## config.mk

```make
export PLATFORM = sky130hd
export DESIGN_NAME = shared_pin_ports_d_e
export DESIGN_NICKNAME = d
export VERILOG_FILES = /design/src/port_types_pkg.sv /design/src/shared_pin_ports_d_e.sv
export VERILOG_INCLUDE_DIRS = /design/src
export SDC_FILE = /design/constraint.sdc
export NUM_CORES = 1
export LEC_CHECK = 0
export ABC_AREA = 1
export BUFFER_PORTS_ARGS = -buffer_cell sky130_fd_sc_hd__buf_2
export CORE_MARGIN = 2
export CORE_UTILIZATION = 51
export DETAILED_ROUTE_END_ITERATION = 10
export PLACE_DENSITY = 0.8
export SLEW_MARGIN = 20
export SYNTH_ARGS = -nofsm -noshare
export SYNTH_HDL_FRONTEND = slang
export SYNTH_SLANG_ARGS = --single-unit
export TNS_END_PERCENT = 1
```

## constraint.sdc

```tcl
create_clock -name clk -period 1.9 [get_ports clk]
set_clock_uncertainty 0.15 [all_clocks]
set_input_delay 0.38 -clock clk [delete_from_list [all_inputs] [get_ports clk]]
set_output_delay 0.38 -clock clk [all_outputs]
set_load 0.03 [all_outputs]
```

## src/port_defs.svh

```systemverilog
// Constants for the shared-pin ports D and E
// Functional notes
// - Direction one drives pin, zero floats it
// - Reset clears all direction bits of both ports
// - Data read: latch if output, pin if input, zero if an owned port D input
// - Writes always load latch, never affect input
// - Port D pins 6..0 become analog channels
// - Selected analog pin reads zero or latch
// - Timer-owned port D pins ignore direction bits for drive
// - Pins 6/4 serve timer external clock inputs
// - SPI enable claims port E pins 7..5
// - Pin 4 is slave select unless freed
// - Edge/level select claims port E pins 3,2
// - Serial enable claims receive pin 1, transmit 0
// - Port E owned pins ignore direction for drive
// - Port E has eight latches with direction
`ifndef PORT_DEFS_SVH
`define PORT_DEFS_SVH
`define ADDR_W          16
`define DATA_W          8
`define ADDR_PORT_D_DATA 16'h0003
`define ADDR_PORT_E_DATA 16'h0008
`define ADDR_PORT_D_DIR  16'h0010
`define ADDR_PORT_E_DIR  16'h0011
`define DIR_RESET       8'h00
`define LATCH_RESET     8'h00
`define PS_EXT_CLK      3'h7
`define ADC_CH_BASE     5'h08
`define ADC_PINS        7
`define ELS_OFF         2'h0
`define PD_TIMER_A_EXT_CLOCK        6
`define PD_TIMER_B_EXT_CLOCK        4
`define PE_SCK          7
`define PE_MOSI         6
`define PE_MISO         5
`define PE_SS           4
`define PE_TACH1        3
`define PE_TACH0        2
`define PE_RX           1
`define PE_TX           0
`endif

```

## src/port_types_pkg.sv

```systemverilog
// Types shared by the port block and its bench
`include "port_defs.svh"
package port_types_pkg;
  typedef struct packed {
    logic [`ADDR_W-1:0] addr;
    logic [`DATA_W-1:0] wdata;
    logic               wr;
    logic               rd;
  } bus_req_t;

  typedef struct packed {
    logic [`DATA_W-1:0] out;
    logic [`DATA_W-1:0] oe;
  } pad_drive_t;

  typedef struct packed {
    logic [4:0] analog_channel_select;
    logic [2:0] timer_a_prescaler_select;
    logic [2:0] timer_b_prescaler_select;
    logic       spi_enable_bit;
    logic       spi_master_select;
    logic       mode_fault_enable;
    logic [1:0] ch1_edge_level_select;
    logic [1:0] ch0_edge_level_select;
    logic       uart_enable_bit;
  } periph_ctl_t;

  typedef struct packed {
    logic       spi_serial_clock;
    logic       spi_mosi;
    logic       spi_miso;
    logic [1:0] timer_a_channel_level;
    logic [1:0] timer_a_channel_oe;
    logic       uart_tx;
  } periph_drive_t;
endpackage : port_types_pkg

```

## src/shared_pin_ports_d_e.sv

```systemverilog
// Ports D and E: latches, direction, read mux and peripheral pin sharing
`include "port_defs.svh"
module shared_pin_ports_d_e
  import port_types_pkg::*;
(
  input  wire logic          clk,
  input  wire logic          rst_b,
  input  wire bus_req_t      bus_req,
  output logic [`DATA_W-1:0] rd_data,
  input  wire logic [7:0]    pd_in,
  input  wire logic [7:0]    pe_in,
  output pad_drive_t         pd_pad,
  output pad_drive_t         pe_pad,
  input  wire periph_ctl_t   ctl,
  input  wire periph_drive_t per,
  output logic [7:0]         pd_level,
  output logic [7:0]         pe_level
);

  // Latch when output, pin when input, zero where a masked pin is input
  function automatic logic [7:0] port_read(input logic [7:0] ddr, input logic [7:0] lat,
                                           input logic [7:0] pin, input logic [7:0] zero);
    port_read = (ddr & lat) | (~ddr & ~zero & pin);
  endfunction : port_read

  // Which of pins 6..0 the analog channel select claims
  function automatic logic [7:0] adc_mask(input logic [4:0] sel);
    logic [7:0] m;
    m = 8'h00;
    for (int i = 0; i < `ADC_PINS; i++) begin
      if (sel == 5'(`ADC_CH_BASE + i)) begin
        m[i] = 1'b1;
      end
    end
    adc_mask = m;
  endfunction : adc_mask

  function automatic logic ext_clk_sel(input logic [2:0] ps);
    ext_clk_sel = (ps == `PS_EXT_CLK);
  endfunction : ext_clk_sel

  logic [7:0] ddr_d_r;
  logic [7:0] ddr_e_r;
  logic [7:0] lat_d_r;
  logic [7:0] lat_e_r;
  logic [7:0] pd_meta_r;
  logic [7:0] pe_meta_r;
  logic [7:0] pd_sync_r;
  logic [7:0] pe_sync_r;

  // Register decode
  wire sel_d_data = (bus_req.addr == `ADDR_PORT_D_DATA);
  wire sel_e_data = (bus_req.addr == `ADDR_PORT_E_DATA);
  wire sel_d_dir  = (bus_req.addr == `ADDR_PORT_D_DIR);
  wire sel_e_dir  = (bus_req.addr == `ADDR_PORT_E_DIR);
  wire wr_d_data  = bus_req.wr & sel_d_data;
  wire wr_e_data  = bus_req.wr & sel_e_data;
  wire wr_d_dir   = bus_req.wr & sel_d_dir;
  wire wr_e_dir   = bus_req.wr & sel_e_dir;

  // Port D ownership
  wire [7:0] adc_own_d = adc_mask(ctl.analog_channel_select);
  wire       ta_clk    = ext_clk_sel(ctl.timer_a_prescaler_select);
  wire       tb_clk    = ext_clk_sel(ctl.timer_b_prescaler_select);
  wire [7:0] tmr_own_d = ({7'h00, ta_clk} << `PD_TIMER_A_EXT_CLOCK) | ({7'h00, tb_clk} << `PD_TIMER_B_EXT_CLOCK);
  wire [7:0] own_d     = adc_own_d | tmr_own_d;

  // Port E ownership
  wire spi_on   = ctl.spi_enable_bit;
  wire ss_own   = spi_on & ~(ctl.spi_master_select & ~ctl.mode_fault_enable);
  wire tach1_on = (ctl.ch1_edge_level_select != `ELS_OFF);
  wire tach0_on = (ctl.ch0_edge_level_select != `ELS_OFF);
  wire uart_on  = ctl.uart_enable_bit;
  wire [7:0] own_e = {spi_on, spi_on, spi_on, ss_own, tach1_on, tach0_on, uart_on, uart_on};

  // Peripheral drive of owned port E pins
  wire       mstr     = ctl.spi_master_select;
  wire [7:0] per_oe_e = {mstr, mstr, ~mstr, 1'b0, per.timer_a_channel_oe, 1'b0, 1'b1};
  wire [7:0] per_out_e = {per.spi_serial_clock, per.spi_mosi, per.spi_miso, 1'b0,
                          per.timer_a_channel_level, 1'b0, per.uart_tx};

  // Next pad drive
  wire [7:0] pd_oe_nxt  = ddr_d_r & ~own_d;
  wire [7:0] pe_oe_nxt  = (own_e & per_oe_e) | (~own_e & ddr_e_r);
  wire [7:0] pe_out_nxt = (own_e & per_out_e) | (~own_e & lat_e_r);

  // Read data, selected during the access cycle
  wire [7:0] rd_d = port_read(ddr_d_r, lat_d_r, pd_sync_r, own_d);
  wire [7:0] rd_e = port_read(ddr_e_r, lat_e_r, pe_sync_r, 8'h00);
  wire [7:0] rd_mux = sel_d_data ? rd_d :
                      sel_e_data ? rd_e :
                      sel_d_dir  ? ddr_d_r :
                      sel_e_dir  ? ddr_e_r : 8'h00;
  assign rd_data = bus_req.rd ? rd_mux : 8'h00;

  // Direction registers
  always_ff @(posedge clk or negedge rst_b) begin
    if (!rst_b) begin
      ddr_d_r <= `DIR_RESET;
      ddr_e_r <= `DIR_RESET;
    end else begin
      if (wr_d_dir) ddr_d_r <= bus_req.wdata;
      if (wr_e_dir) ddr_e_r <= bus_req.wdata;
    end
  end

  // Output latches, written whatever the direction
  always_ff @(posedge clk or negedge rst_b) begin
    if (!rst_b) begin
      lat_d_r <= `LATCH_RESET;
      lat_e_r <= `LATCH_RESET;
    end else begin
      if (wr_d_data) lat_d_r <= bus_req.wdata;
      if (wr_e_data) lat_e_r <= bus_req.wdata;
    end
  end

  // Pin synchronisers
  always_ff @(posedge clk or negedge rst_b) begin
    if (!rst_b) begin
      pd_meta_r <= 8'h00;
      pe_meta_r <= 8'h00;
      pd_sync_r <= 8'h00;
      pe_sync_r <= 8'h00;
    end else begin
      pd_meta_r <= pd_in;
      pe_meta_r <= pe_in;
      pd_sync_r <= pd_meta_r;
      pe_sync_r <= pe_meta_r;
    end
  end

  assign pd_level = pd_sync_r;
  assign pe_level = pe_sync_r;

  // Registered pad drive
  always_ff @(posedge clk or negedge rst_b) begin
    if (!rst_b) begin
      pd_pad <= '0;
      pe_pad <= '0;
    end else begin
      pd_pad.out <= lat_d_r;
      pd_pad.oe  <= pd_oe_nxt;
      pe_pad.out <= pe_out_nxt;
      pe_pad.oe  <= pe_oe_nxt;
    end
  end
endmodule : shared_pin_ports_d_e

```

==> impl_metrics.ini, run 1 <==
[sta]
relSlewSlack = 0.6527
rsz0062_at_grt = true
fin_crit_sh = 1.105
finalHoldViolations = 0
slew_viol_final = 0
finalSetupViolations = 8
hold_ws_ns = 0.07638
period_minus_slack_ns = 2.100
tightest_slew_ns = 0.5203
fin_ws_ns = -0.1999
max_freq_mhz = 476.2

[global_route]
grtUsageMet3 = 0.06124
antenna_found_initial = 0
gr-max-usage-layer = met2
grtUsageTotal = 0.2489
grt_pass1_wl_um = 16480
grt_max_degree = 39
grt-ovfl-total = 0
use_met2 = 0.4058
grt_pass1_vias = 3618
grt_util_met1 = 0.3125

[setup_path]
crit_path_end_kind = output pin
startpoint_type = input pin
crit_type = in -> out
r2r_slack_ns = 0.98
crit_arrival_ns = 1.57
required_ns = 1.37
critPathMaxFanout = 4

[routing]
wirelength_um = 10190
drc = 0
dr.pass1.iters = 5
ant_nets = 0
wl_per_cell_um = 14.30
drt-initial-drc-count = 162
via_count = 3548
vias_per_cell = 4.983

[pwr]
powerDensity_nw_per_um2 = 728.7
leakagePower_nw = 2.923
finalPower_mw = 4.153
max-vdd-ir-drop_v = 0.0004593

[cells_and_area]
fillers = 558
top_regs = pd_pad (16), pe_pad (16)
nets = 677
fin_area_um2 = 5699
insertedDiodeCount = 0
layout-drive-gt1-share = 0.3951
syn2layout_area_growth_pct = 40.59
final_cell_mix = buf_2, nand2_1, dfrtp_1, inv_1, nor2_1
layout_commonest_cell = buf_2
post-route-util = 0.7375
instances_no_fill = 712

[hold_path]
min-delay-path-class = in -> reg

[floorplanning]
core.rowCount = 32
die_area_um2 = 8678
core_um2 = 7727
die-height_um = 93.16
dieWidth_um = 93.16
io_pins = 127
initial_core_util = 0.5246

[clock_network]
cts.path.max_buffers = 2
cts_sinks = 96
tritoncts = done
clkTransAtPathRegs_ns = 0.09
htree_levels = 3
clock_latency_ns = 0.36
cts_buffers = 9
cts_root_buffer = clkbuf_8

[yosys]
synth_top_cell_by_area = dfrtp_1
synth_edf_count = 0
synthTopCellsByArea = dfrtp_1, nand2_1, nor2_1
synth-seq-cells = 96
synthArstFlopShare = 1.000
synthCells = 432
yosys_most_used_dff = dfrtp_1
syn_avg_cell_area_um2 = 9.384
yosysWarnings = 0
synth_cell_type_count = 30
seq_area_frac_synth = 0.5926
syn-num-nets = 503
syn-cell-area_um2 = 4054
synth_top_area_frac = 0.5926

[placed_design]
gp_congestion = 0.8744
dp_hpwl_um = 7027
placed_cell_area_um2 = 4967
dp_cells = 675
portBuffers = 126

[run_status]
status = finished, violations left
violations = negative setup slack

[flow_run]
drv_cap = 0
power by group:
group / internal (mW) / switching, mW / total [mW]
registers: 2.10 / 0.0194 / 2.12
logic: 0.164 / 0.275 / 0.438
clock network: 0.903 / 0.694 / 1.60
total: 3.16 / 0.988 / 4.15
through the flow:
step	TNS (ns)	setup slack, ns
finish	-1.364	-0.1999
global route	-1.995	-0.2639
CTS	-1.131	-0.1755
detailed placement	-2.073	-0.2691
global placement	-1.352	-0.1853
floorplan	-0.3340	-0.05845
layer usage:
layer	up-vias	wire (um)
li1	1711	-
met1	1672	4184
met2	141	5087
met3	24	654
met4	0	259
met5	-	0
cells in the mapped netlist (all sizes together) (2+ instances only):
| cell | count |
|---|---|
| nor2 | 66 |
| nand4 | 10 |
| inv | 46 |
| buf | 9 |
| nand3 | 17 |
| nand2 | 118 |
| o21ai | 52 |
| clkbuf | 2 |
| o21bai | 2 |
| dfrtp | 96 |
| a21oi | 9 |
critical path, stage by stage:
cell and delay, ns:
buf_6 0.10, nor2_4 0.12, nand2_4 0.08, nor2_8 0.14, nand3_4 0.13, buf_6 0.16
buf_16 0.12, nand2_2 0.06, nor2_2 0.05, nor2_4 0.08, buf_6 0.13
final timing paths:
check,end,startpoint,cells past startpoint
max in group asynchronous,pd_level[0]$_DFF_PN0_,rst_b,3
worst max register to register,pe_pad[0]$_DFF_PN0_,ddr_e_r[0]$_DFFE_PN0P_,1
worst max-delay path,rd_data[7],bus_req[24],11
worst min register to register,pd_level[1]$_DFF_PN0_,pd_meta_r[1]$_DFF_PN0_,0
worst min-delay path,pe_pad[15]$_DFF_PN0_,per[7],3
min in group asynchronous,ddr_e_r[2]$_DFFE_PN0P_,rst_b,2
cell type report:
cell class | instances | area (um^2) | area share
tap | 102 | 127.6 | 0.02239
timing repair buffer | 172 | 1182 | 0.2075
inverter | 46 | 172.7 | 0.03030
clock buffer | 10 | 137.6 | 0.02415
multi-input combinational | 281 | 1572 | 0.2757
clock inverter | 5 | 105.1 | 0.01844
sequential | 96 | 2402 | 0.4215
cells by family after synthesis:
logic type,Yosys count,synth area share
AO/OA/AOI/OAI,66,0.08611
AND/OR/NAND/NOR,213,0.2522
flip-flops,96,0.5926
buffers and inverters,57,0.06913
timing repair:
action,4_1_cts,5_1_grt
pin swaps,15,11
buffers inserted,2,0
endpoints found under the setup margin,8,8
gates resized for setup,63,20
hold endpoints to repair,51,0
hold buffers,17,0
cloned,3,1
(Power assumes the default switching activity.)
==> run 2: changes to the inputs <==
clock period = 2.18 ns   (was 1.9 ns; I/O delays follow)
==> run 2 against run 1 <==
Against the previous run: sequential power is 13% lower; critical path depth is 1 lower; largest power group unchanged; die area stayed put; combinational power is 16% lower; critical path type unchanged; total power is 20% lower; worst setup slack better by 0.17 ns; the flow still finishes with violations (negative setup slack); register-to-register slack better by 0.27 ns; worst hold slack worse by 0.056 ns; core utilization is 3.0 points lower; sequential cell count stayed put; non-clock buffer count is 20 lower.
==> impl_metrics.ini, run 2 (synthesized netlist as in run 1, its figures left out) <==
[sta]
max_freq_mhz = 452.5
period_minus_slack_ns = 2.210
rsz0062_at_grt = true
fin_ws_ns = -0.03000
finalHoldViolations = 0
tightest_slew_ns = 0.4334
slew_viol_final = 0
fin_crit_sh = 1.014
relSlewSlack = 0.7110
finalSetupViolations = 4

[setup_path]
path_common_cell = nor2_1
crit_slowest_cell = clkbuf_16
cp_cell_sequence = buf_2, nor2_4, nand2_4, nor2_8, nand3_4, clkbuf_16, nand2_1, nor2_1, nor2_1, buf_4
crit_arrival_ns = 1.62
critPathMaxFanout = 5
startpoint_type = input pin
cpPeakStageDelay_ns = 0.19
required_ns = 1.59
crit_type = in -> out
crit_path_end_kind = output pin

[clock_network]
cts_sinks = 96
tritoncts = done
cts.path.max_buffers = 2
clock_latency_ns = 0.36
clkTransAtPathRegs_ns = 0.09
cts_root_buffer = clkbuf_8
cts_buffers = 9
htree_levels = 3

[placed_design]
portBuffers = 126
dp_slack_ns = -0.04643
gp_congestion = 0.9299
dp_cells = 667
placed_cell_area_um2 = 4907
dp_hpwl_um = 6761

[cells_and_area]
layout_commonest_cell = buf_2
final_cell_mix = buf_2, nand2_1, dfrtp_1, nor2_1, o21ai_0
insertedDiodeCount = 0
instances_no_fill = 691
top_regs = pd_pad (16), pe_pad (16)
fillers = 563
fin_area_um2 = 5469
layout-drive-gt1-share = 0.3922
post-route-util = 0.7077
syn2layout_area_growth_pct = 34.91
nets = 657

[routing]
wirelength_um = 9848
drt-initial-drc-count = 162
drc = 0
ant_nets = 0
via_count = 3441
vias_per_cell = 4.980
dr.pass1.iters = 4
wl_per_cell_um = 14.25

[global_route]
grt-ovfl-total = 0
antenna_found_initial = 0
grtUsageTotal = 0.2169
grt_pass1_vias = 3140
grt_max_degree = 34
grt_pass1_wl_um = 14450

[floorplanning]
core_um2 = 7727
initial_core_util = 0.5246
die_area_um2 = 8678
die-height_um = 93.16
core.rowCount = 32
dieWidth_um = 93.16
io_pins = 127

[pwr]
leakagePower_nw = 2.823
finalPower_mw = 3.336
max-vdd-ir-drop_v = 0.0003088
powerDensity_nw_per_um2 = 610.0

[flow_run]
drv_cap = 0

[run_status]
status = finished, violations left
violations = negative setup slack

[hold_path]
min-delay-path-class = in -> reg
run 2: final cells by class:
type | count | area [um^2] | share of cell area
repair buffers | 152 | 1028 | 0.1881
inverters | 46 | 175.2 | 0.03203
clock inverters | 5 | 60.06 | 0.01098
flip-flops and latches | 96 | 2402 | 0.4393
multi-input cells | 281 | 1551 | 0.2837
clock buffers | 9 | 123.9 | 0.02265
well taps | 102 | 127.6 | 0.02334
run 2: worst paths after layout:
check                                             from  cells past startpoint                      to  slack, ns
worst max register to register  ddr_e_r[0]$_DFFE_PN0P_                      1     pe_pad[0]$_DFF_PN0_       1.25
worst min-delay path                          pd_in[4]                      1  pd_meta_r[4]$_DFF_PN0_       0.02
max in group asynchronous                        rst_b                      3     pe_pad[4]$_DFF_PN0_       0.96
worst min register to register  pd_meta_r[6]$_DFF_PN0_                      0   pd_level[6]$_DFF_PN0_       0.20
min in group asynchronous                        rst_b                      2   pe_level[7]$_DFF_PN0_       0.41
worst max-delay path                       bus_req[21]                     10              rd_data[4]      -0.03
run 2: power breakdown:
| group | internal (mW) | switching (mW) |
|---|---|---|
| Sequential | 1.83 | 0.0164 |
| Combinational | 0.132 | 0.236 |
| Clock | 0.517 | 0.606 |
| Total | 2.48 | 0.858 |
run 2: metal layers:
layer	wire length [um]	track usage
met1	4007	0.2852
met2	5084	0.3617
met3	660	0.05641
met4	95	0.05515
met5	0	0
run 2: through the flow:
stage | TNS, ns | hold WS, ns
CTS | -0.008008 | 0.009305
floorplan | -0.1552 | -0.009591
finish | -0.05974 | 0.02047
detailed placement | -0.1964 | 0.1847
global placement | -0.01729 | 0.1821
global route | -0.4584 | 0.0004225
run 2: what timing repair did:
item,in CTS,in global routing
endpoints found under the hold margin,31,2
hold buffers,1,2
buffers inserted,0,3
cloned,0,4
setup endpoints to repair,6,8
resized for setup,10,75
pin swaps,3,30
run 2: critical path, delay by kind of cell:
| family | cells | cell delay, ns |
|---|---|---|
| buf+inv | 3 | 0.49 |
| simple gates | 7 | 0.68 |
